[src/can_err_pkg.sv]
// Package: constants and carrier types of the CAN error status flags
//
// Contract
// - Fast-phase transmitted recessive read dominant sets flag
// - Fast-phase transmitted dominant read recessive sets flag
// - Fast-phase CRC mismatch sets fast CRC flag
// - Fast-phase form violation sets fast form flag
// - Fast-phase stuff violation sets fast stuff flag
// - New error while any nominal or fast error flag set sets overrun
// - Fast summary is OR of five fast flags
// - Recovery sequence detected sets bus-off recovery flag
// - Synced flag follows bus synchronisation state
// - Tx warning rising edge sets tx warning interrupt
// - Tx warning interrupt frozen during bus-off
// - Rx warning rising edge sets rx warning interrupt
// - Rx warning and nominal errors update on networking exit
// - Any-format recessive-read-dominant sets nominal flag
// - Any-format dominant-read-recessive sets nominal flag
// - Acknowledge error sets acknowledge flag
// - Received CRC failure sets nominal CRC flag
// - Fixed-format field violation sets nominal form flag
// - Stuffing violation sets nominal stuff flag
// - Tx warning high while tx count at least 96
// - Rx warning high while rx count at least 96
// - Nominal summary is OR of six nominal flags
package can_err_pkg;

   // ----------------------------------------------------------------
   // Register map
   // ----------------------------------------------------------------
   localparam int         ADDR_W        = 8;
   localparam logic [7:0] ERR1_OFFSET   = 8'h20;
   localparam logic [7:0] CTRL_OFFSET   = 8'h24;
   localparam logic [0:0] CTRL_RESET    = 1'h1;
   localparam logic [7:0] WARN_LIMIT    = 8'h60;

   // ----------------------------------------------------------------
   // Bit positions of the error flags register
   // ----------------------------------------------------------------
   localparam int BIT_FAST_REC    = 31;
   localparam int BIT_FAST_DOM    = 30;
   localparam int BIT_FAST_CRC    = 28;
   localparam int BIT_FAST_FORM   = 27;
   localparam int BIT_FAST_STUFF  = 26;
   localparam int BIT_OVERRUN     = 21;
   localparam int BIT_FAST_SUM    = 20;
   localparam int BIT_RECOVERY    = 19;
   localparam int BIT_SYNCED      = 18;
   localparam int BIT_TX_WARN_IRQ = 17;
   localparam int BIT_RX_WARN_IRQ = 16;
   localparam int BIT_NOM_LSB     = 10;
   localparam int BIT_TX_WARN     = 9;
   localparam int BIT_RX_WARN     = 8;
   localparam int BIT_BUS_OFF     = 2;
   localparam int BIT_NOM_SUM     = 1;

   // ----------------------------------------------------------------
   // Carrier types
   // ----------------------------------------------------------------
   typedef struct packed {
      logic bitRec;
      logic bitDom;
      logic ack;
      logic crc;
      logic form;
      logic stuff;
   } err_evt_t;

   typedef struct packed {
      logic              cyc;
      logic              stb;
      logic              we;
      logic [ADDR_W-1:0] adr;
      logic [3:0]        sel;
      logic [31:0]       dat;
   } wb_req_t;

endpackage

[src/can_error_status_flags.sv]
// Module: CAN error status flags with a classic Wishbone slave
//
// The implementer's own choices: the register addresses and the Wishbone interface to the registers.
`timescale 1ns/1ps
`default_nettype none

module can_error_status_flags (
   input  wire logic                 ref_clk,
   input  wire logic                 rst,
   input  wire can_err_pkg::wb_req_t wbReq,
   output logic [31:0]               wbDatO,
   output logic                      wbAckO,
   input  wire can_err_pkg::err_evt_t errEvt,
   input  wire logic                 inFastPhase,
   input  wire logic                 recoverySeen,
   input  wire logic                 busSynced,
   input  wire logic                 busOff,
   input  wire logic                 pnMode,
   input  wire logic [7:0]           tx_error_count,
   input  wire logic [7:0]           rx_error_count
);

   // ----------------------------------------------------------------
   // Helpers
   // ----------------------------------------------------------------
   // Set wins over clear, so an event in the clearing cycle stays
   function automatic logic [5:0] setClr(
      input logic [5:0] cur,
      input logic [5:0] set,
      input logic [5:0] clr
   );
      setClr = set | (cur & ~clr);
   endfunction

   // Same rule for the five fast flags
   function automatic logic [4:0] setClr5(
      input logic [4:0] cur,
      input logic [4:0] set,
      input logic [4:0] clr
   );
      setClr5 = set | (cur & ~clr);
   endfunction

   function automatic logic atLimit(input logic [7:0] cnt);
      atLimit = (cnt >= can_err_pkg::WARN_LIMIT);
   endfunction

   // ----------------------------------------------------------------
   // State
   // ----------------------------------------------------------------
   logic [5:0]  nom_q;
   logic [5:0]  nom_d;
   logic [5:0]  pend_q;
   logic [5:0]  pend_d;
   logic [4:0]  fast_q;
   logic [4:0]  fast_d;
   logic        overrun_q;
   logic        overrun_d;
   logic        recov_q;
   logic        recov_d;
   logic        synced_q;
   logic        synced_d;
   logic        txWarn_q;
   logic        txWarn_d;
   logic        rxWarn_q;
   logic        rxWarn_d;
   logic        txIrq_q;
   logic        txIrq_d;
   logic        rxIrq_q;
   logic        rxIrq_d;
   logic        pnMode_q;
   logic        pnMode_d;
   logic        latchEn_q;
   logic        latchEn_d;
   logic        ack_q;
   logic        ack_d;
   logic [31:0] dat_q;
   logic [31:0] dat_d;

   // ----------------------------------------------------------------
   // Bus decode
   // ----------------------------------------------------------------
   logic       req;
   logic       hitErr;
   logic       hitCtrl;
   logic       rdErr;
   logic       wrErr;
   logic       wrCtrl;
   logic [31:0] w1c;

   always_comb begin
      req     = wbReq.cyc & wbReq.stb & ~ack_q;
      hitErr  = (wbReq.adr == can_err_pkg::ERR1_OFFSET);
      hitCtrl = (wbReq.adr == can_err_pkg::CTRL_OFFSET);
      rdErr   = req & ~wbReq.we & hitErr;
      wrErr   = req & wbReq.we & hitErr;
      wrCtrl  = req & wbReq.we & hitCtrl & wbReq.sel[0];
      w1c     = 32'h0000_0000;
      if (wrErr & wbReq.sel[2]) begin
         w1c[23:16] = wbReq.dat[23:16];
      end
   end

   // ----------------------------------------------------------------
   // Event qualification
   // ----------------------------------------------------------------
   logic [5:0] nomEvt;
   logic [5:0] nomSet;
   logic [4:0] fastSet;
   logic       pnExit;
   logic       anyNew;
   logic       anyFlag;

   always_comb begin
      nomEvt = errEvt & {6{latchEn_q}};
      fastSet = {nomEvt[5], nomEvt[4], nomEvt[2], nomEvt[1], nomEvt[0]}
              & {5{inFastPhase}};
      pnExit = pnMode_q & ~pnMode;
      // Nominal errors seen while in networking mode wait for its exit
      if (pnMode) begin
         nomSet = 6'h00;
      end else if (pnExit) begin
         nomSet = nomEvt | pend_q;
      end else begin
         nomSet = nomEvt;
      end
      anyNew  = (|nomSet) | (|fastSet);
      anyFlag = (|nom_q) | (|fast_q);
   end

   // ----------------------------------------------------------------
   // Flag next state
   // ----------------------------------------------------------------
   logic [5:0] rdClr6;

   always_comb begin
      rdClr6   = {6{rdErr}};
      pnMode_d = pnMode;
      pend_d   = pnMode ? (pend_q | nomEvt) : 6'h00;
      nom_d    = setClr(nom_q, nomSet, rdClr6);
      fast_d   = setClr5(fast_q, fastSet, rdClr6[4:0]);
      overrun_d = (anyNew & anyFlag)
                | (overrun_q & ~w1c[can_err_pkg::BIT_OVERRUN]);
      recov_d   = (recoverySeen & latchEn_q)
                | (recov_q & ~w1c[can_err_pkg::BIT_RECOVERY]);
      synced_d  = busSynced;
      txWarn_d  = atLimit(tx_error_count);
      rxWarn_d  = pnMode ? rxWarn_q : atLimit(rx_error_count);
      if (busOff) begin
         txIrq_d = txIrq_q;
      end else begin
         txIrq_d = (txWarn_d & ~txWarn_q)
                 | (txIrq_q & ~w1c[can_err_pkg::BIT_TX_WARN_IRQ]);
      end
      rxIrq_d = (rxWarn_d & ~rxWarn_q)
              | (rxIrq_q & ~w1c[can_err_pkg::BIT_RX_WARN_IRQ]);
      latchEn_d = wrCtrl ? wbReq.dat[0] : latchEn_q;
   end

   // ----------------------------------------------------------------
   // Read data and acknowledge
   // ----------------------------------------------------------------
   logic [31:0] errWord;

   always_comb begin
      errWord = 32'h0000_0000;
      errWord[can_err_pkg::BIT_FAST_REC]    = fast_q[4];
      errWord[can_err_pkg::BIT_FAST_DOM]    = fast_q[3];
      errWord[can_err_pkg::BIT_FAST_CRC]    = fast_q[2];
      errWord[can_err_pkg::BIT_FAST_FORM]   = fast_q[1];
      errWord[can_err_pkg::BIT_FAST_STUFF]  = fast_q[0];
      errWord[can_err_pkg::BIT_OVERRUN]     = overrun_q;
      errWord[can_err_pkg::BIT_FAST_SUM]    = |fast_q;
      errWord[can_err_pkg::BIT_RECOVERY]    = recov_q;
      errWord[can_err_pkg::BIT_SYNCED]      = synced_q;
      errWord[can_err_pkg::BIT_TX_WARN_IRQ] = txIrq_q;
      errWord[can_err_pkg::BIT_RX_WARN_IRQ] = rxIrq_q;
      errWord[can_err_pkg::BIT_NOM_LSB +: 6] = nom_q;
      errWord[can_err_pkg::BIT_TX_WARN]     = txWarn_q;
      errWord[can_err_pkg::BIT_RX_WARN]     = rxWarn_q;
      errWord[can_err_pkg::BIT_BUS_OFF]     = busOff;
      errWord[can_err_pkg::BIT_NOM_SUM]     = |nom_q;
      ack_d = req;
      dat_d = 32'h0000_0000;
      // Unmapped addresses still answer, with zero data
      if (req & ~wbReq.we & hitErr) begin
         dat_d = errWord;
      end else if (req & ~wbReq.we & hitCtrl) begin
         dat_d = {31'h0000_0000, latchEn_q};
      end
   end

   // ----------------------------------------------------------------
   // Nominal error-type flags
   // ----------------------------------------------------------------
   always_ff @(posedge ref_clk or posedge rst) begin
      if (rst) begin
         nom_q <= 6'h00;
      end else begin
         nom_q <= nom_d;
      end
   end

   // ----------------------------------------------------------------
   // Errors held back during networking mode
   // ----------------------------------------------------------------
   always_ff @(posedge ref_clk or posedge rst) begin
      if (rst) begin
         pend_q <= 6'h00;
      end else begin
         pend_q <= pend_d;
      end
   end

   // ----------------------------------------------------------------
   // Fast-phase error flags
   // ----------------------------------------------------------------
   always_ff @(posedge ref_clk or posedge rst) begin
      if (rst) begin
         fast_q <= 5'h00;
      end else begin
         fast_q <= fast_d;
      end
   end

   // ----------------------------------------------------------------
   // Overrun flag
   // ----------------------------------------------------------------
   always_ff @(posedge ref_clk or posedge rst) begin
      if (rst) begin
         overrun_q <= 1'h0;
      end else begin
         overrun_q <= overrun_d;
      end
   end

   // ----------------------------------------------------------------
   // Recovery flag
   // ----------------------------------------------------------------
   always_ff @(posedge ref_clk or posedge rst) begin
      if (rst) begin
         recov_q <= 1'h0;
      end else begin
         recov_q <= recov_d;
      end
   end

   // ----------------------------------------------------------------
   // Synchronised flag
   // ----------------------------------------------------------------
   always_ff @(posedge ref_clk or posedge rst) begin
      if (rst) begin
         synced_q <= 1'h0;
      end else begin
         synced_q <= synced_d;
      end
   end

   // ----------------------------------------------------------------
   // Tx warning level
   // ----------------------------------------------------------------
   always_ff @(posedge ref_clk or posedge rst) begin
      if (rst) begin
         txWarn_q <= 1'h0;
      end else begin
         txWarn_q <= txWarn_d;
      end
   end

   // ----------------------------------------------------------------
   // Rx warning level
   // ----------------------------------------------------------------
   always_ff @(posedge ref_clk or posedge rst) begin
      if (rst) begin
         rxWarn_q <= 1'h0;
      end else begin
         rxWarn_q <= rxWarn_d;
      end
   end

   // ----------------------------------------------------------------
   // Tx warning interrupt flag
   // ----------------------------------------------------------------
   always_ff @(posedge ref_clk or posedge rst) begin
      if (rst) begin
         txIrq_q <= 1'h0;
      end else begin
         txIrq_q <= txIrq_d;
      end
   end

   // ----------------------------------------------------------------
   // Rx warning interrupt flag
   // ----------------------------------------------------------------
   always_ff @(posedge ref_clk or posedge rst) begin
      if (rst) begin
         rxIrq_q <= 1'h0;
      end else begin
         rxIrq_q <= rxIrq_d;
      end
   end

   // ----------------------------------------------------------------
   // Networking mode history, for its exit edge
   // ----------------------------------------------------------------
   always_ff @(posedge ref_clk or posedge rst) begin
      if (rst) begin
         pnMode_q <= 1'h0;
      end else begin
         pnMode_q <= pnMode_d;
      end
   end

   // ----------------------------------------------------------------
   // Event latch enable control bit
   // ----------------------------------------------------------------
   always_ff @(posedge ref_clk or posedge rst) begin
      if (rst) begin
         latchEn_q <= can_err_pkg::CTRL_RESET;
      end else begin
         latchEn_q <= latchEn_d;
      end
   end

   // ----------------------------------------------------------------
   // Bus acknowledge
   // ----------------------------------------------------------------
   always_ff @(posedge ref_clk or posedge rst) begin
      if (rst) begin
         ack_q <= 1'h0;
      end else begin
         ack_q <= ack_d;
      end
   end

   // ----------------------------------------------------------------
   // Bus read data
   // ----------------------------------------------------------------
   always_ff @(posedge ref_clk or posedge rst) begin
      if (rst) begin
         dat_q <= 32'h0000_0000;
      end else begin
         dat_q <= dat_d;
      end
   end

   assign wbAckO = ack_q;
   assign wbDatO = dat_q;

endmodule

`default_nettype wire

[config.mk]
export PLATFORM = sky130hd
export DESIGN_NAME = can_error_status_flags
export DESIGN_NICKNAME = d
export VERILOG_FILES = /design/src/can_err_pkg.sv /design/src/can_error_status_flags.sv
export SDC_FILE = /design/constraint.sdc
export NUM_CORES = 1
export LEC_CHECK = 0
export ABC_AREA = 1
export BUFFER_PORTS_ARGS = -buffer_cell sky130_fd_sc_hd__buf_2
export CAP_MARGIN = 20
export CELL_PAD_IN_SITES_DETAIL_PLACEMENT = 2
export CELL_PAD_IN_SITES_GLOBAL_PLACEMENT = 2
export CORE_MARGIN = 2
export CORE_UTILIZATION = 26
export DETAILED_ROUTE_END_ITERATION = 12
export PLACE_DENSITY_LB_ADDON = 0.1
export RECOVER_POWER = 25
export SLEW_MARGIN = 15
export SYNTH_ARGS = -nofsm -noshare
export SYNTH_HDL_FRONTEND = slang
export SYNTH_SLANG_ARGS = --single-unit
export TNS_END_PERCENT = 50
[constraint.sdc]
create_clock -name ref_clk -period 2.8 [get_ports ref_clk]
set_input_delay 0.28 -clock ref_clk [delete_from_list [all_inputs] [get_ports ref_clk]]
set_output_delay 0.28 -clock ref_clk [all_outputs]
set_load 0.05 [all_outputs]
==> results.md, run 1 <==
- Summed over all failing endpoints, the final setup total negative slack is 0 ns.
- For this design the total switching power over the nets is 0.0003259 W.
- Following the worst setup path forward leads to its endpoint at nom_q[0].
- Of the post-synthesis cell area, the dominant cell type holds 0.5627.
- Once layout is done, the placed cells without fillers occupy 0.002585 mm².
- The via count of the routed design is 1637.
- Of the total power, the share spent switching nets is 0.2420.
- Timing would allow up to 605.4 MHz.
- For this run, the register share of the synthesized area comes to 0.5750.
- The number of sinks driven by the clock tree is 49.
- Once placement completed, the tool counted placed cells totaling 398.
- The largest fanout of any net on the critical path is 32.
- The mapped netlist covers 0.002135 mm².
- The capture instance of the worst register-to-register path is nom_q[0].
- The largest voltage drop on the vdd net is 191.9 µV.
- Sorting the synthesized cells by area gives the leading types as sky130_fd_sc_hd__dfrtp_1 (56%), sky130_fd_sc_hd__nand2_1 (12%), sky130_fd_sc_hd__inv_1 (6.5%).
- The synthesized netlist contains 23 unique library cells.
- The cell depth of the worst min-delay path is 1.
- The detailed router finished its first iteration with 18 violations.
- The critical register-to-register path startpoint is wbAckO.
- The total number of nets in the final design is 376.
- The largest clock skew in the final design is 0.007217 ns.
- The post-placement cell area is 0.002481 mm².
- Excluding fillers, the count of instances in the completed layout stands at 405.
- The cell family contributing the most delay on the critical path is simple AND/OR/NAND/NOR gates.
- The depth of the critical timing path with buffers and inverters included is 8.
- The sum of buffers and inverters on the critical path is 3.
- Measured along the y axis, the die boundary spans 94.61 µm.
- The maximum buffer depth of the clock tree is 2.
- The data arrival at the endpoint of the critical path is 1.83 ns.
- The synthesized instance count is 239.
- sky130_fd_sc_hd__dfrtp_1 takes more of the synthesized area than any other cell.
- The number of global-route vias before repair is 1782.
- Of the cells placed in the final design, the portion with a size suffix greater than 1 is 0.2933.
- In the routed layout, each cell is associated on average with a via count of 4.042.
- The average wire length per cell after detail routing is 11.90 µm.
- The flow ran to the end, and the final reports show no timing, DRC or antenna violations.
- The register-to-register setup slack is 1.15 ns.
- The final hold slack is 0.09838 ns.
- The clock edge transition at the registers on the reported setup and hold paths is 0.09 ns.
- The number of H-tree branching levels is 2.
- Yosys instantiated no cell more often than sky130_fd_sc_hd__nand2_1.
- The max-slew headroom at the worst pin is 0.4031.
- The count of TritonRoute iterations in the first routing pass is 3.
- By count the netlist is led by sky130_fd_sc_hd__nand2_1 (66), sky130_fd_sc_hd__dfrtp_1 (48), sky130_fd_sc_hd__inv_1 (37), sky130_fd_sc_hd__nor2_1 (20), sky130_fd_sc_hd__nand3_1 (16).
- The cell sitting at the root of the clock tree is a sky130_fd_sc_hd__clkbuf_8.
- At the worst endpoint, the required time is 2.98 ns.
- The worst hold path belongs to the class in -> reg.
- Among all stages on the critical path, the largest delay is contributed by sky130_fd_sc_hd__nand4_4.
- The die covers 0.008950 mm².
- The total overflow left after global routing is 0.
- The final count of pins violating max slew came to 0.
- The maximum number of pins on one net before global-route repair is 33.
- The number of antenna diodes in the final layout is 0.
- The type of the worst setup path is reg -> reg.
- The count of boundary I/O pins is 109.
- The fraction of the cycle the final worst path needs is 0.5899.
- The count of endpoints failing hold in the final timing report was 0.
- Counting flops with an async set or reset pin after synthesis yields a share of 1.000.
- Setup violations remaining at the end of the flow were counted as 0.
- After detailed routing, the number of remaining DRC violations is 0.
- Of the total power, registers draw 0.547.
- For this block, the routed nets add up to 4821 µm of wire.
- The number of flops mapped to enable cells by yosys is 0.
- Yosys printed 0 warnings.
- The prevailing post-synth register cell is sky130_fd_sc_hd__dfrtp_1.
- The number of gates resized after CTS is 0.
- The power per cell area is 521.1 mW/mm².
- Row generation in the floorplan step produced 33 rows.
- Internal power comes to 0.001021 W.
- Measured along the x axis, the die boundary spans 94.61 µm.
- The stage delay of the slowest cell on the critical path is 0.45 ns.
- The congestion estimate from routability-driven global placement came to 0.6695.
- The number of nets still failing antenna checks after routing is 0.
- Input and output buffers added on the ports amount to 59.
- The number of clock buffers added by TritonCTS is 5.
- The initial antenna violation count is 0.
- The share of power burned in combinational logic is 0.096.
- The share of total power dissipated in the clock network is 0.357.
- The first global-routing pass estimated 8252 µm of wire.
- The leakage power is 1.494 nW.
- Counting cells, the worst reg-to-reg path comes to 8.
- In this run, synthesis produced a sequential element count of 49.
- Across every metal layer, demand over resource in global routing totals 0.1199.
- The signal on the critical path passes through inv_1 -> nand3_2 -> inv_1 -> nand2_2 -> inv_2 -> nand4_4 -> nand2_1 -> nand2_1.
- The HPWL reported at the end of detailed placement is 3729 µm.
- The critical path starts at wbAckO.
- The floorplan step defined a core boundary enclosing 0.008093 mm².
- The number of setup buffers added after CTS is 0.
- The slew at the pin closest to its max-slew limit is 0.8944 ns.
- The starting utilization of the core area is 0.2638.
- The source-to-sink clock delay at the later pin of the worst-skew pair is 0.29 ns.
- The startpoint type of the worst setup path is a flop.
- The minimum clock period is 1.652 ns.
- Setup repair after global routing left no endpoint under its margin.
- The number of violations of the max-capacitance limit is 0.
- The category of the worst setup path capture point is a flop.
- The TritonCTS clock tree is built.
- The number of hold buffers added after cts is 0.
- A synthesized cell averages 8.931 µm².
- The growth of design area from synthesis to finish is 21.10%.
[placed cells by master (no fill, tap or decap)]
cell | Yosys | final
sky130_fd_sc_hd__nand2_1 | 66 | 66
sky130_fd_sc_hd__buf_2 | 1 | 59
sky130_fd_sc_hd__dfrtp_1 | 48 | 48
sky130_fd_sc_hd__inv_1 | 37 | 38
sky130_fd_sc_hd__nor2_1 | 20 | 20
sky130_fd_sc_hd__nand3_1 | 16 | 16
sky130_fd_sc_hd__nor2_2 | 11 | 11
sky130_fd_sc_hd__conb_1 | 1 | 10
sky130_fd_sc_hd__a21oi_1 | 7 | 7
sky130_fd_sc_hd__clkbuf_8 | 0 | 5
sky130_fd_sc_hd__nor3_1 | 3 | 3
sky130_fd_sc_hd__inv_2 | 3 | 2
sky130_fd_sc_hd__nand3_2 | 2 | 2
sky130_fd_sc_hd__nor2_4 | 2 | 2
sky130_fd_sc_hd__nor3_4 | 1 | 1
sky130_fd_sc_hd__nand2_2 | 1 | 1
sky130_fd_sc_hd__nand4_4 | 1 | 1
sky130_fd_sc_hd__nand4_1 | 1 | 1
sky130_fd_sc_hd__a21o_1 | 1 | 1
sky130_fd_sc_hd__o21ai_0 | 1 | 1
sky130_fd_sc_hd__o21ai_1 | 1 | 1
sky130_fd_sc_hd__clkinv_2 | 0 | 1
sky130_fd_sc_hd__bufinv_16 | 0 | 1
sky130_fd_sc_hd__dfstp_2 | 1 | 1
sky130_fd_sc_hd__buf_4 | 11 | 1
[final cells by class]
cell class                      count  area, µm²
Sequential cell                    49       1227
Clock buffer                        5      68.82
Inverter                           40      150.1
Clock inverter                      2      35.03
Fill cell                        1000       5508
Multi-Input combinational cell    144      669.4
Tap cell                          105      131.4
Timing Repair Buffer               60      302.8
[sequential cells by signal, indices dropped and copies added, names as in the netlist]
signal / flops
fast_q: 5
latchEn_q: 1
nom_q: 6
overrun_q: 1
pend_q: 6
pnMode_q: 1
recov_q: 1
rxIrq_q: 1
rxWarn_q: 1
synced_q: 1
txIrq_q: 1
txWarn_q: 1
wbAckO: 1
wbDatO: 22
[power groups by stage]
| stage | Combinational [W] | Clock, W | Sequential (W) |
|---|---|---|---|
| after floorplan | 0.0000930 | 0 | 0.000751 |
| final | 0.000129 | 0.000481 | 0.000737 |
| after detailed placement | 0.000133 | 0 | 0.000752 |
| after global placement | 0.000129 | 0 | 0.000751 |
| after global routing | 0.000147 | 0.000539 | 0.000741 |
| after CTS | 0.000134 | 0.000512 | 0.000738 |
[per-layer routing]
layer,wire length (µm),vias up,GRT usage
li1,-,807,-
met1,2145,778,0.1492
met2,2336,46,0.2086
met3,263,6,0.02235
met4,75,0,0.03986
met5,0,-,0
[kinds of logic (layout without fill, tap and decap cells)]
family          count (synthesis)  after routing  synth area share
compound gates                 10             10           0.02461
flops                          49             49            0.5750
other cells                     1             10          0.001757
buf+inv                        55            107            0.1272
simple gates                  124            124            0.2714
[stage by stage]
step / worst slack, ns / total power, W / utilization
final: 1.148 / 0.001347 / 0.3194
after global routing: 0.9577 / 0.001427 / 0.3194
after CTS: 1.105 / 0.001384 / 0.3194
after detailed placement: 1.118 / 0.0008849 / 0.3066
after global placement: 1.180 / 0.0008801 / 0.3066
after floorplan: 1.349 / 0.0008439 / -
[worst register-to-register path, stage by stage, from the launching register on]
cell,delay [ns]
sky130_fd_sc_hd__dfrtp_1,0.39
sky130_fd_sc_hd__inv_1,0.08
sky130_fd_sc_hd__nand3_2,0.09
sky130_fd_sc_hd__inv_1,0.10
sky130_fd_sc_hd__nand2_2,0.06
sky130_fd_sc_hd__inv_2,0.06
sky130_fd_sc_hd__nand4_4,0.45
sky130_fd_sc_hd__nand2_1,0.23
sky130_fd_sc_hd__nand2_1,0.07
[how the worst min path moves through the flow]
| stage | from | end | slack (ns) |
|---|---|---|---|
| final | busSynced | synced_q | 0.1 |
| after detailed placement | rst | wbDatO[26] | 0.35 |
| after floorplan | pnMode | pnMode_q | 0.31 |
| after global routing | busSynced | synced_q | 0.08 |
| after CTS | rst | wbDatO[26] | 0.02 |
| after global placement | rst | wbDatO[26] | 0.33 |
No activity file was read; power rests on OpenSTA's default activity.
==> inputs of run 2 (changes only) <==
--- a/config.mk
+++ b/config.mk
@@ -11,7 +11,7 @@
 export CELL_PAD_IN_SITES_DETAIL_PLACEMENT = 2
 export CELL_PAD_IN_SITES_GLOBAL_PLACEMENT = 2
 export CORE_MARGIN = 2
-export CORE_UTILIZATION = 26
+export CORE_UTILIZATION = 22
 export DETAILED_ROUTE_END_ITERATION = 12
 export PLACE_DENSITY_LB_ADDON = 0.1
 export RECOVER_POWER = 25
==> constraint.sdc (replaced) <==
create_clock -name ref_clk -period 1.45 [get_ports ref_clk]
set_input_delay 0.145 -clock ref_clk [delete_from_list [all_inputs] [get_ports ref_clk]]
set_output_delay 0.145 -clock ref_clk [all_outputs]
set_load 0.05 [all_outputs]
==> results.md, run 2 (synthesis gave the netlist of run 1 again) <==
- The pre-CTS setup slack was 0.07170 ns (-1.046 ns).
- Clock tree synthesis selected as its root buffer the cell sky130_fd_sc_hd__clkbuf_8.
- The growth of design area from synthesis to finish is 27.43%.
- The power per cell area is 966.0 mW/mm² (+85%).
- The number of DRC violations after detailed-routing iteration 0 is 24 (+6).
- The fraction of layout cells with a size suffix above 1 is 0.3141 (+0.02077).
- The wire length of the first global-routing pass is 8314 µm (+0.75%).
- The number of sinks driven by the clock tree is 49 (unchanged).
- The number of buffers created by CTS was 5 (unchanged).
- The worst hold path begins at tx_error_count[7].
- The via count of the routed design is 1684 (+2.9%).
- The number of H-tree branching levels came to 2 (unchanged).
- The post-detailed-route via-to-cell ratio is 3.819 (-5.5%).
- The largest clock skew in the final design came to 0.008079 ns (+0.0008616 ns).
- The count of input and output buffers is 59 (unchanged).
- In this design, the largest share of critical-path delay is due to buffers and inverters.
- In the layout the commonest cells are sky130_fd_sc_hd__nand2_1 (66), sky130_fd_sc_hd__buf_2 (59), sky130_fd_sc_hd__dfrtp_1 (48), sky130_fd_sc_hd__inv_1 (37), sky130_fd_sc_hd__nor2_1 (20).
- The maximum number of pins on one net before global-route repair is 33 (unchanged).
- The count of boundary I/O pins is 109 (unchanged).
- The antenna diode count came to 0 (unchanged).
- The number of global-route vias before repair was 1706 (-4.3%).
- Traced cell by cell, the critical path runs through dlygate4sd3_1 -> buf_2 -> inv_1 -> nand2_1 -> nand2_1 -> nor2_1 -> nand3_1 -> nand2_1 -> nand2_1.
- The count of TritonRoute iterations in the first routing pass is 4 (+1).
- The global router's overall resource usage is 0.1029 (-0.01701).
- The average wire length per cell after detail routing came to 11.51 µm (-3.3%).
- The initial antenna violation count was 0 (unchanged).
- The width of the chip is 102.5 µm (+8.3%).
- The sum of buffers and inverters on the critical path is 3 (unchanged).
- The most numerous cell type found on the critical path is sky130_fd_sc_hd__nand2_1.
- The number of gates resized after CTS was 0 (unchanged).
- The critical path starts at pnMode.
- The final design utilization is 0.2916 (-0.02780).
- The type of the worst setup path is in -> reg.
- The final-layout fill cell count came to 1079 (+7.9%).
- The total number of nets in the final design is 388 (+3.2%).
- The HPWL reported at the end of detailed placement was 4008 µm (+7.5%).
- The most frequent standard cell in the layout excluding fill and tap cells is sky130_fd_sc_hd__nand2_1.
- The count of final setup violators is 0 (unchanged).
- The clock period could shrink to 1.318 ns.
- The largest voltage drop on the vdd net is 592.4 µV (+210%).
- The total non-filler cell area in the finished layout is 0.002720 mm² (+5.2%).
- The sum of negative setup slack was 0 ns (unchanged).
- Based on the critical path, the design can be clocked at up to 758.5 MHz.
- The overall die area is 0.01051 mm² (+17%).
- The data arrival at the endpoint of the critical path came to 1.56 ns (-0.27 ns).
- The source-to-sink clock delay at the later pin of the worst-skew pair was 0.30 ns (about the same).
- The count of endpoints failing hold in the final timing report is 0 (unchanged).
- The worst setup path is captured at a flop.
- Setup repair after global routing left no endpoint under its margin.
- The total chip power is 0.002628 W (+95%).
- The number of cell rows is 35 (+6.1%).
- The stage delay of the slowest cell on the critical path is 0.52 ns (+0.07 ns).
- The starting utilization of the core area is 0.2288 (-0.03492).
- The die boundary height is 102.5 µm (+8.3%).
- The maximum buffer depth of the clock tree is 2 (unchanged).
- The type of the most critical hold path is in -> reg.
- The largest individual stage delay along the critical path comes from the cell sky130_fd_sc_hd__dlygate4sd3_1.
- In this run the critical register-to-register path is launched from wbAckO.
- The number of remaining DRC errors came to 0 (unchanged).
- The startpoint type of the worst setup path is an input port.
- The post-placement cell area is 0.002574 mm² (+3.7%).
- The final count of pins violating max slew is 0 (unchanged).
- The largest fanout of any net on the critical path was 11 (-66%).
- The required time reported for the critical path endpoint is 1.69 ns (-1.29 ns).
- The run finished with clean final reports.
- TritonCTS built the clock tree.
- The leakage power is 1.557 nW (+4.2%).
- The worst setup margin is 0.1315 ns (-1.017 ns).
- The number of nets still failing antenna checks after routing is 0 (unchanged).
- The total detailed-routing wirelength is 5075 µm (+5.3%).
- The final weighted congestion in routability-driven placement was 0.7037 (+5.1%).
- The flip-flop count of the largest register, all copies and words added is 22 (unchanged).
- The clock edge transition at the registers on the reported setup and hold paths is 0.09 ns (about the same).
- The number of violations of the max-capacitance limit is 0 (unchanged).
- The register-to-register setup slack is 0.15 ns (-1.00 ns).
- The aggregate global routing overflow came to 0 (unchanged).
- The core area is 0.009328 mm² (+15%).
- In the finished design, the share of the clock period the worst path needs comes to 0.9093.
-- run 2: timing repair --
action / in CTS / in global routing
endpoints found under the setup margin: 0 / 1
hold endpoints to repair: 19 / 0
setup buffers: 0 / 4
hold buffers: 3 / 0
-- run 2: report_power, final --
part           switching [W]  internal [W]  total [W]
sequential         0.0000217       0.00140    0.00142
combinational       0.000183     0.0000786   0.000262
clock               0.000441      0.000502   0.000943
total               0.000646       0.00198    0.00263
-- run 2: per-stage QoR --
stage / hold WS, ns / instances
after floorplan: 0.1764 / 248
after global placement: 0.2087 / 427
after detailed placement: 0.2054 / 427
after CTS: 0.04619 / 437
after global routing: 0.04692 / 441
final: 0.04836 / 441
-- run 2: path summary, 6_finish.rpt --
| check | endpoint | cells past startpoint |
|---|---|---|
| setup / recovery | overrun_q | 9 |
| hold / removal | txWarn_q | 2 |
| setup reg to reg | nom_q[3] | 9 |
| hold reg to reg | fast_q[0] | 2 |
| max in group asynchronous | wbDatO[19] | 4 |
| min in group asynchronous | wbDatO[11] | 3 |
-- run 2: per-layer routing --
metal | up-vias | GRT usage | share of wire
met4 | 0 | 0.03077 | 0.013
met5 | - | 0 | 0
li1 | 835 | - | -
met1 | 800 | 0.1398 | 0.46
met3 | 5 | 0.02237 | 0.053
met2 | 44 | 0.1649 | 0.47
-- run 2: worst register-to-register path: cells and delay by family, from the launching register on --
family,cells,cell delay (ns)
buffers and inverters,4,0.43
DFF,1,0.39
and+or+nand+nor,5,0.39
-- run 2: layout make-up --
cell class | instances | area (µm²) | area share
Multi-Input combinational cell | 144 | 669.4 | 0.2461
Sequential cell | 49 | 1227 | 0.4512
Clock buffer | 5 | 68.82 | 0.02530
Timing Repair Buffer | 72 | 407.9 | 0.1500
Clock inverter | 2 | 35.03 | 0.01288
Inverter | 40 | 150.1 | 0.05520
Tap cell | 129 | 161.4 | 0.05934
==> inputs of run 3 (changes only) <==
--- a/config.mk
+++ b/config.mk
@@ -13,8 +13,9 @@
 export CORE_MARGIN = 2
 export CORE_UTILIZATION = 22
 export DETAILED_ROUTE_END_ITERATION = 12
-export PLACE_DENSITY_LB_ADDON = 0.1
+export PLACE_DENSITY_LB_ADDON = 0.05
 export RECOVER_POWER = 25
+export REMOVE_ABC_BUFFERS = 1
 export SLEW_MARGIN = 15
 export SYNTH_ARGS = -nofsm -noshare
 export SYNTH_HDL_FRONTEND = slang
==> results.md, run 3 (synthesis gave the netlist of run 1 again) <==
- The fraction of the cycle the final worst path needs is 0.8754 (-0.03386).
- The stage delay of the slowest cell on the critical path is 0.51 ns (about the same).
- The via count of the routed design came to 1672 (-0.71%).
- The max-slew headroom at the worst pin is 0.4661.
- The library cell used most frequently in the layout, excluding fill and tap cells, is sky130_fd_sc_hd__nand2_1.
- The core area came to 0.009328 mm² (unchanged).
- The clock network fraction of total power is 0.331 (-0.028).
- The width of the chip came to 102.5 µm (unchanged).
- The final weighted congestion in routability-driven placement is 0.6844 (-2.7%).
- The starting utilization of the core area is 0.2288 (unchanged).
- The largest voltage drop on the vdd net was 308.1 µV (-48%).
- The die boundary height is 102.5 µm (unchanged).
- The maximum clock rate came to 787.8 MHz (+3.9%).
- The sum of buffers and inverters on the critical path is 4 (+1).
- The required time reported for the critical path endpoint was 1.66 ns (-0.03 ns).
- The internal power contribution came to 0.001826 W (-7.8%).
- At the pin with the least slew margin, the transition time is 0.8000 ns.
- The fraction of layout cells with a size suffix above 1 is 0.3087 (-0.005421).
- The number of global-route vias before repair is 1780 (+4.3%).
- The cell depth of the worst flop-to-flop path was 9 (unchanged).
- The run finished with clean final reports.
- The number of sinks driven by the clock tree came to 49 (unchanged).
- The post-placement cell area came to 0.002574 mm² (unchanged).
- The overall die area came to 0.01051 mm² (unchanged).
- The minimum clock period came to 1.269 ns (-0.04910 ns).
- The final design utilization is 0.2915 (about the same).
- The register-to-register setup slack came to 0.18 ns (+0.03 ns).
- The number of remaining DRC errors is 0 (unchanged).
- The data arrival at the endpoint of the critical path is 1.48 ns (-0.08 ns).
- The source-to-sink clock delay at the later pin of the worst-skew pair is 0.31 ns (about the same).
- The flip-flop count of the largest register, all copies and words added was 22 (unchanged).
- The growth of design area from synthesis to finish is 27.37% (about the same).
- In this design, the critical path's most frequently occurring cell is sky130_fd_sc_hd__nand2_1.
- The total detailed-routing wirelength is 5043 µm (-0.63%).
- The total number of nets in the final design is 386 (-0.52%).
- The clock root buffer master is sky130_fd_sc_hd__clkbuf_8.
- The cell depth of the worst min-delay path was 2 (unchanged).
- The number of violations of the max-capacitance limit came to 0 (unchanged).
- The worst setup path is launched from an input port.
- The clock edge transition at the registers on the reported setup and hold paths came to 0.10 ns (about the same).
- The share of power burned in combinational logic came to 0.104 (+0.004).
- The largest clock skew in the final design is 0.007771 ns (-0.0003077 ns).
- The count of TritonRoute iterations in the first routing pass is 3 (-1).
- The critical path starts at pnMode.
- The path with the worst hold slack has its endpoint at txWarn_q.
- The register share of total power was 0.565 (+0.023).
- The average wire length per cell after detail routing came to 11.46 µm (-0.40%).
- The initial antenna violation count was 0 (unchanged).
- The number of DRC violations after detailed-routing iteration 0 is 29 (+21%).
- On the critical path the largest part of the delay comes from buffers and inverters.
- The final count of pins violating max slew was 0 (unchanged).
- The global router's overall resource usage is 0.1045 (+0.001646).
- The final hold slack is 0.03218 ns (-0.01618 ns).
- The count of endpoints failing hold in the final timing report came to 0 (unchanged).
- The critical path is of the in -> reg type.
- The antenna diode count is 0 (unchanged).
- The maximum buffer depth of the clock tree is 2 (unchanged).
- The number of nets still failing antenna checks after routing is 0 (unchanged).
- The count of boundary I/O pins came to 109 (unchanged).
- The worst register-to-register path ends at nom_q[0].
- The critical register-to-register path startpoint is wbAckO.
- The worst hold path belongs to the class in -> reg.
- The leakage power is 1.546 nW (-0.69%).
- The worst hold path begins at tx_error_count[7].
- The switching fraction of total power is 0.2749 (+0.02918).
- The post-detailed-route via-to-cell ratio is 3.800 (-0.49%).
- The HPWL reported at the end of detailed placement is 3832 µm (-4.4%).
- STA classifies the critical path endpoint as a flop.
- The number of cell rows came to 35 (unchanged).
- In the layout the commonest cells are sky130_fd_sc_hd__nand2_1 (66), sky130_fd_sc_hd__buf_2 (59), sky130_fd_sc_hd__dfrtp_1 (48), sky130_fd_sc_hd__inv_1 (38), sky130_fd_sc_hd__nor2_1 (20).
- The count of input and output buffers was 59 (unchanged).
- The number of buffers created by CTS is 5 (unchanged).
- The largest fanout of any net on the critical path came to 14 (+3).
- Setup repair after global routing left no endpoint under its margin.
- The power per cell area is 926.4 mW/mm² (-4.1%).
- The aggregate global routing overflow came to 0 (unchanged).
- The maximum number of pins on one net before global-route repair is 33 (unchanged).
- The wire length of the first global-routing pass is 8397 µm (+1.0%).
- The TritonCTS clock tree is built.
- The number of H-tree branching levels is 2 (unchanged).
- Traced cell by cell, the critical path runs through dlygate4sd3_1 -> buf_2 -> inv_1 -> buf_4 -> nand2_1 -> nand2_1 -> nor2_1 -> nand3_1 -> nand2_1 -> nand2_1.
- The power dissipated by switching net loads is 0.0006925 W (+7.2%).
- The final-layout fill cell count is 1109 (+2.8%).
- The total non-filler cell area in the finished layout was 0.002719 mm² (about the same).
- The count of final setup violators is 0 (unchanged).
- The slowest library cell on the worst path is sky130_fd_sc_hd__dlygate4sd3_1.
[run 3: routing by layer]
metal  vias to the layer above  share of wire  GRT usage
met5                         -              0          0
met4                         0          0.021    0.05231
met3                         7          0.043    0.02034
met2                        46           0.47     0.1679
met1                       787           0.46     0.1344
li1                        832              -          -
[run 3: what timing repair did]
action                                 CTS  global route
hold buffers                             3             0
setup buffers                            0             2
gates resized for setup                  0             0
endpoints found under the hold margin   19             0
setup endpoints to repair                0             1
[run 3: area by class of cell]
cell class	instances	area (µm²)	share of cell area
clock inverters	3	21.27	0.007823
multi-input cells	144	669.4	0.2462
flip-flops and latches	49	1227	0.4515
well taps	129	161.4	0.05936
clock buffers	5	68.82	0.02531
inverters	40	150.1	0.05522
repair buffers	70	420.4	0.1546
[run 3: per-stage QoR]
step / cells / power [W] / setup slack [ns] / setup TNS, ns
after floorplan: 233 / 0.001607 / -0.1307 / -2.772
after global placement: 427 / 0.001709 / 0.1329 / 0
after detailed placement: 427 / 0.001714 / 0.1366 / 0
after CTS: 438 / 0.002584 / 0.1097 / 0
after global routing: 440 / 0.002651 / 0.05647 / 0
final: 440 / 0.002519 / 0.1806 / 0
[run 3: worst register-to-register path, stage by stage, from the launching register on]
cell	delay, ns
sky130_fd_sc_hd__dfrtp_1	0.38
sky130_fd_sc_hd__inv_1	0.06
sky130_fd_sc_hd__nand3_2	0.07
sky130_fd_sc_hd__inv_1	0.09
sky130_fd_sc_hd__nand2_2	0.06
sky130_fd_sc_hd__inv_2	0.07
sky130_fd_sc_hd__nand4_4	0.09
sky130_fd_sc_hd__buf_12	0.19
sky130_fd_sc_hd__nand2_1	0.09
sky130_fd_sc_hd__nand2_1	0.05
[run 3: worst max-delay path by stage]
stage / end / slack, ns / cells after the start
3_3_place_gp: overrun_q / 0.13 / 8
2_1_floorplan: fast_q[0] / -0.13 / 8
6_report: overrun_q / 0.18 / 10
4_1_cts: overrun_q / 0.11 / 8
5_1_grt: nom_q[3] / 0.06 / 9
3_5_place_dp: overrun_q / 0.14 / 8
[run 3: power by group through the flow]
stage / Sequential, W / Combinational, W / Clock (W)
global route: 0.00143 / 0.000298 / 0.000924
detailed placement: 0.00145 / 0.000262 / 0
CTS: 0.00142 / 0.000269 / 0.000890
finish: 0.00142 / 0.000262 / 0.000833
global placement: 0.00145 / 0.000258 / 0
floorplan: 0.00145 / 0.000156 / 0
